File: src/include/spis_regs.vh
// Register offsets, field positions and reset values for the port interrupt status block
`ifndef SPIS_REGS_VH
`define SPIS_REGS_VH

// Byte offsets of the registers on the APB
`define SPIS_SERR_OFFSET      12'h000
`define SPIS_ISR_OFFSET       12'h004
`define SPIS_IMR_OFFSET       12'h008

// Port serial error register bit positions
`define SPIS_SERR_PHYRDY_BIT  1
`define SPIS_SERR_UNFIS_BIT   10
`define SPIS_SERR_FIFO_BIT    11
`define SPIS_SERR_CRC_BIT     21
`define SPIS_SERR_RERR_BIT    22

// Interrupt status bit positions
`define SPIS_ISR_PHYRDY_BIT   17
`define SPIS_ISR_FIFO_BIT     18
`define SPIS_ISR_RERR_BIT     19
`define SPIS_ISR_UNFIS_BIT    20
`define SPIS_ISR_INTEG_BIT    21
`define SPIS_ISR_CRC_BIT      22

// Implemented bits of each register
`define SPIS_SERR_MASK        32'h0060_0C02
`define SPIS_ISR_MASK         32'h007E_0000

// Reset values
`define SPIS_SERR_RESET       32'h0000_0000
`define SPIS_IMR_RESET        32'h0000_0000
`define SPIS_ZERO_WORD        32'h0000_0000

`endif

File: src/hw/spis_port_int_status.v
// Per-port serial error latch, interrupt status mirror and mask with APB access
//
// Notes on behaviour
// - Status bit 22 follows serial error bit 21 (earlier CRC error) and clears on writing 1 there.
// - Status bit 21 is set by a host CRC or disparity error or by an R_ERR answer to a Data FIS.
// - Status bit 20 follows serial error bit 10 (unsupported FIS) and clears on writing 1 there.
// - Status bit 19 follows serial error bit 22 (R_ERR in a Data FIS) and clears on writing 1 there.
// - Status bit 18 follows serial error bit 11 (FIFO error) and clears on writing 1 there.
// - Status bit 17 follows serial error bit 1 (PHY not ready to ready) and clears on writing 1 there.
// - The PHY ready status bit reads zero after reset since the PHY is not ready yet.
// - The PHY ready status bit goes to one once the PHY reaches ready during link bring-up.
//
// Register access over APB and the placing of the registers were decided locally.
`timescale 1ns/1ps
`include "spis_regs.vh"

module spis_port_int_status (
	// APB clock and reset
	input  wire        pclk,
	input  wire        presetn,
	// APB slave
	input  wire        psel,
	input  wire        penable,
	input  wire        pwrite,
	input  wire [11:0] paddr,
	input  wire [31:0] pwdata,
	output wire        pready,
	output wire        pslverr,
	output wire [31:0] prdata,
	// Link and transport event pulses, same clock domain
	input  wire        crc_err_evt,
	input  wire        disparity_err_evt,
	input  wire        rerr_prim_evt,
	input  wire        unrec_fis_evt,
	input  wire        fifo_err_evt,
	// PHY ready level, same clock domain
	input  wire        phy_ready,
	// Interrupt
	output wire        irq
);

	reg  [31:0] port_serial_error_reg;
	reg  [31:0] port_serial_error_next;
	reg  [31:0] imr_reg;
	reg  [31:0] prdata_reg;
	reg         pslverr_reg;
	reg         phy_ready_reg;
	reg  [31:0] set_vec;
	reg  [31:0] rd_word;
	reg         rd_hit;
	wire [31:0] isr_word;
	wire        setup_ph;
	wire        access_ph;
	wire        wr_serr;
	wire        wr_imr;
	wire        crc_error_diag_flag;
	wire        handshake_error_diag_flag;

	// Decode a register offset against the bus address
	function addr_is;
		input [11:0] a;
		input [11:0] off;
		begin
			addr_is = (a[11:2] == off[11:2]);
		end
	endfunction

	assign setup_ph  = psel & ~penable;
	assign access_ph = psel & penable;
	// Zero wait states: read data is captured in the setup cycle
	assign pready    = 1'b1;
	assign pslverr   = pslverr_reg;
	assign prdata    = prdata_reg;
	assign wr_serr   = access_ph & pwrite & addr_is(paddr, `SPIS_SERR_OFFSET);
	assign wr_imr    = access_ph & pwrite & addr_is(paddr, `SPIS_IMR_OFFSET);

	// Host-detected CRC or disparity both land in the CRC diag flag
	always @* begin
		set_vec = `SPIS_ZERO_WORD;
		set_vec[`SPIS_SERR_CRC_BIT]    = crc_err_evt | disparity_err_evt;
		set_vec[`SPIS_SERR_RERR_BIT]   = rerr_prim_evt;
		set_vec[`SPIS_SERR_UNFIS_BIT]  = unrec_fis_evt;
		set_vec[`SPIS_SERR_FIFO_BIT]   = fifo_err_evt;
		set_vec[`SPIS_SERR_PHYRDY_BIT] = phy_ready & ~phy_ready_reg;
	end

	// Sticky bits; a new event wins over a write-one clear in the same cycle
	always @* begin
		port_serial_error_next = port_serial_error_reg;
		if (wr_serr) begin
			port_serial_error_next = port_serial_error_reg & ~pwdata;
		end
		port_serial_error_next = (port_serial_error_next | set_vec) & `SPIS_SERR_MASK;
	end

	// Error latch, mask and PHY edge history
	always @(posedge pclk or negedge presetn) begin
		if (!presetn) begin
			port_serial_error_reg <= `SPIS_SERR_RESET;
			imr_reg               <= `SPIS_IMR_RESET;
			phy_ready_reg         <= 1'b0;
		end else begin
			port_serial_error_reg <= port_serial_error_next;
			phy_ready_reg         <= phy_ready;
			if (wr_imr) begin
				imr_reg <= pwdata & `SPIS_ISR_MASK;
			end
		end
	end

	assign crc_error_diag_flag       = port_serial_error_reg[`SPIS_SERR_CRC_BIT];
	assign handshake_error_diag_flag = port_serial_error_reg[`SPIS_SERR_RERR_BIT];

	// Status is pure wiring; only a write-one clear of the serial error register clears it
	assign isr_word[31:23] = 9'h000;
	assign isr_word[22]    = crc_error_diag_flag;
	assign isr_word[21]    = crc_error_diag_flag | handshake_error_diag_flag;
	assign isr_word[20]    = port_serial_error_reg[`SPIS_SERR_UNFIS_BIT];
	assign isr_word[19]    = handshake_error_diag_flag;
	assign isr_word[18]    = port_serial_error_reg[`SPIS_SERR_FIFO_BIT];
	assign isr_word[17]    = port_serial_error_reg[`SPIS_SERR_PHYRDY_BIT];
	assign isr_word[16:0]  = 17'h0_0000;

	assign irq = |(isr_word & imr_reg);

	// Read mux; unmapped offsets read zero and flag an error
	always @* begin
		rd_word = `SPIS_ZERO_WORD;
		rd_hit  = 1'b1;
		if (addr_is(paddr, `SPIS_SERR_OFFSET)) begin
			rd_word = port_serial_error_reg;
		end else if (addr_is(paddr, `SPIS_ISR_OFFSET)) begin
			rd_word = isr_word;
		end else if (addr_is(paddr, `SPIS_IMR_OFFSET)) begin
			rd_word = imr_reg;
		end else begin
			rd_hit = 1'b0;
		end
	end

	// Bus answer registers, loaded in the setup cycle
	always @(posedge pclk or negedge presetn) begin
		if (!presetn) begin
			prdata_reg  <= `SPIS_ZERO_WORD;
			pslverr_reg <= 1'b0;
		end else if (setup_ph) begin
			prdata_reg  <= pwrite ? `SPIS_ZERO_WORD : rd_word;
			pslverr_reg <= ~rd_hit;
		end else if (!psel) begin
			pslverr_reg <= 1'b0;
		end
	end

endmodule // spis_port_int_status

File: config.mk
export PLATFORM = sky130hd
export DESIGN_NAME = spis_port_int_status
export DESIGN_NICKNAME = d
export VERILOG_FILES = /design/src/hw/spis_port_int_status.v
export VERILOG_INCLUDE_DIRS = /design/src /design/src/include
export SDC_FILE = /design/constraint.sdc
export NUM_CORES = 1
export LEC_CHECK = 0
export ABC_AREA = 1
export BUFFER_PORTS_ARGS = -buffer_cell sky130_fd_sc_hd__buf_2
export CORE_MARGIN = 5
export CORE_UTILIZATION = 45
export DETAILED_ROUTE_END_ITERATION = 10
export GPL_TIMING_DRIVEN = 0
export PLACE_DENSITY = 0.88
export SYNTH_ARGS = -nofsm -noshare
export SYNTH_HDL_FRONTEND = slang
export SYNTH_SLANG_ARGS = --single-unit
File: constraint.sdc
create_clock -name pclk -period 1.45 [get_ports pclk]
set_input_delay 0.0725 -clock pclk [delete_from_list [all_inputs] [get_ports pclk]]
set_output_delay 0.0725 -clock pclk [all_outputs]
set_load 0.05 [all_outputs]
==> out/results.tsv <==
stage	metric	value	unit
worst_setup_path	Worst EP arrival	1.30	ns
worst_setup_path	Worst Path Required	1.38	ns
floorplanning	die footprint	4301	µm²
finish	commonest non-fill, non-tap cells in the layout	buf_2, nand2_1, buf_4	
finish	Largest register FFs	9	
sta	period utilization	0.9492	
finish	layout cells sized above 1	0.3569	
yosys	Primary FF master, synth	dfrtp_1	
clock_network	Root Buffer	clkbuf_4	
hold_path	Hold WC Path Type	input pin to flop	
grt	grt ovf	0	
placement	dpl hpwl	2.394	mm
worst_setup_path	Worst R2R Path Depth	6	
grt	vias in the first global route	1182	
drt	Antenna Nets Post-Route	0	
yosys	Synth Register Bits	22	
yosys	Synth area leaders	dfrtp_1, buf_4, nand2_1	
finish	commonest non-fill, non-tap cell in the layout	buf_2	
sta	Clock Skews	0.009394	ns
clock_network	CTS Buf Count	3	
clock_network	Clk pin slew, worst setup/hold paths	0.13	ns
floorplanning	Vert. Die Dim	65.58	µm
power_and_ir_drop	VDD IR max	0.4183	mV
yosys	sequential area share after synthesis	0.3960	
finish	final antenna diode count	0	
sta	Achievable Freq	726.6	MHz
placement	Post-DP Area	1714	µm²
finish	Final nets	311	
worst_setup_path	CP endpoint kind	output pin	
sta	min Tclk post-route	1.376	ns
drt	Via density	4.361	
grt	GRT Total Usage	0.1435	
clock_network	clk buf depth	2	
yosys	async set or reset register ratio after synthesis	1.000	
sta	fin. max-slew vios	0	
hold_path	Worst Hold End	pslverr$_DFFE_PN0P_	
worst_setup_path	Crit Reg-Reg Endpoint	prdata[21]$_DFFE_PN0P_	
grt	antenna violations before repair	0	
sta	# setup viols final	0	
finish	Layout fillers	266	
sta	final hold violations	0	
drt	via count	1256	
finish	synth-to-layout area growth	39.24	%
worst_setup_path	critical path class	flop to output pin	
power_and_ir_drop	Pleak	0.001211	µW
finish	Design Area, Final	1936	µm²
drt	drt pass-1 iters	4	
run_status	status	complete, no violations	
drt	initial DRC count	41	
floorplanning	core area	3003	µm²
grt	first-pass GRT wire length	4.926	mm
yosys	synthesized area	1390	µm²
placement	gpl congestion	0.8772	
drt	DR DRC count	0	
clock_network	TritonCTS sink count	22	
floorplanning	I/O pin cnt	90	
drt	WL/cell	10.39	µm
clock_network	clock insertion delay at the later pin of the skew report	0.32	ns
yosys	Syn Area/Cell	8.035	µm²
placement	# placed instances	268	
yosys	Ys Warns	0	
hold_path	Worst Hold Depth	3	
floorplanning	row cnt	20	
floorplanning	Initial Utilization	0.4629	
yosys	number of synthesized flops with an enable pin	0	
finish	Final Non-Filler Cells	288	
worst_setup_path	crit-path max FO	2	
floorplanning	Die X	65.58	µm
yosys	dominant cell type by area after synthesis	dfrtp_1	
job	maxcap violations	0	
clock_network	CTS tree	built	
power_and_ir_drop	P per Cell Area	745.9	nW/µm²
grt	largest net degree at the start of global routing	23	
worst_setup_path	r2r startpoint	port_serial_error_reg[22]$_DFF_PN0_	
yosys	Synth top area share	0.3960	
worst_setup_path	Critical Path Start Type	flop	
clock_network	htree depth	1	
worst_setup_path	r2r setup slk	0.53	ns
placement	port bufs	40	
hold_path	Hold Crit Start	psel	
drt	final WL	2.991	mm
yosys	cells after synthesis	173	
yosys	Netlist cell types	24	
==> worst max-delay path, stage by stage (launching register included) <==
cell and delay, ns:
dfrtp_1 0.42, inv_2 0.08, o22ai_2 0.08, a21oi_2 0.11, nand3_1 0.11, buf_6 0.17
==> worst max path at each step <==
stage                                                endpoint                           startpoint  cells past startpoint
final                                                     irq              imr_reg[18]$_DFFE_PN0P_                      5
after global routing                                      irq              imr_reg[18]$_DFFE_PN0P_                      5
after CTS                                                 irq  port_serial_error_reg[11]$_DFF_PN0_                      5
after detailed placement  port_serial_error_reg[21]$_DFF_PN0_                            paddr[11]                      7
after global placement    port_serial_error_reg[21]$_DFF_PN0_                            paddr[11]                      7
after floorplan                                           irq  port_serial_error_reg[11]$_DFF_PN0_                      4
==> power breakdown <==
group / switching, µW / internal [µW]
registers: 2.19 / 618
logic: 226 / 113
clock network: 205 / 280
total: 433 / 1010
==> cells by family (layout without fill, tap and decap cells) <==
logic type	Yosys count	after routing	synth area share
compound gates	28	28	0.1143
buf+inv	49	109	0.1971
flops	22	22	0.3960
other cells	2	24	0.005403
simple gates	72	72	0.2871
==> what timing repair did <==
action,CTS,global route
hold buffers,13,0
resized for setup,0,9
setup endpoints to repair,0,1
endpoints found under the hold margin,34,0
buffers inserted,0,3
==> synth_stat cells (all sizes together) (2+ instances only) <==
master and count:
nand2 39, buf 24, inv 24, dfrtp 22
o21ai 19, nor2 17, nand3 14, o21bai 3
o31ai 3, conb 2
==> routing by layer <==
layer,GRT usage,wire length (µm),up-vias
met1,0.1663,1241,551
met5,0,0,-
li1,-,-,663
met2,0.2617,1504,40
met4,0.03886,21,0
met3,0.03419,223,2
==> cell type report <==
type / count / area [µm²] / area share
Multi-Input combinational cell: 124 / 658.1 / 0.3400
Inverter: 25 / 93.84 / 0.04848
Timing Repair Buffer: 56 / 359.1 / 0.1855
Buffer: 24 / 180.2 / 0.09308
Clock inverter: 1 / 30.03 / 0.01551
Sequential cell: 22 / 550.5 / 0.2844
Clock buffer: 3 / 22.52 / 0.01164
Tap cell: 33 / 41.29 / 0.02133
==> stage by stage <==
step | total power (µW) | TNS [ns] | worst slack (ns) | hold slack [ns] | utilization
floorplan | 873.9 | 0 | 0.3827 | -0.2231 | -
global placement | 938.0 | 0 | 0.3089 | 0.04529 | 0.5708
detailed placement | 941.7 | 0 | 0.2945 | 0.06218 | 0.5708
CTS | 1444 | 0 | 0.001337 | 0.01935 | 0.6317
global route | 1501 | -0.01015 | -0.01015 | 0.04025 | 0.6446
finish | 1444 | 0 | 0.07364 | 0.01813 | 0.6446
Power figures use the tool's default switching activity.
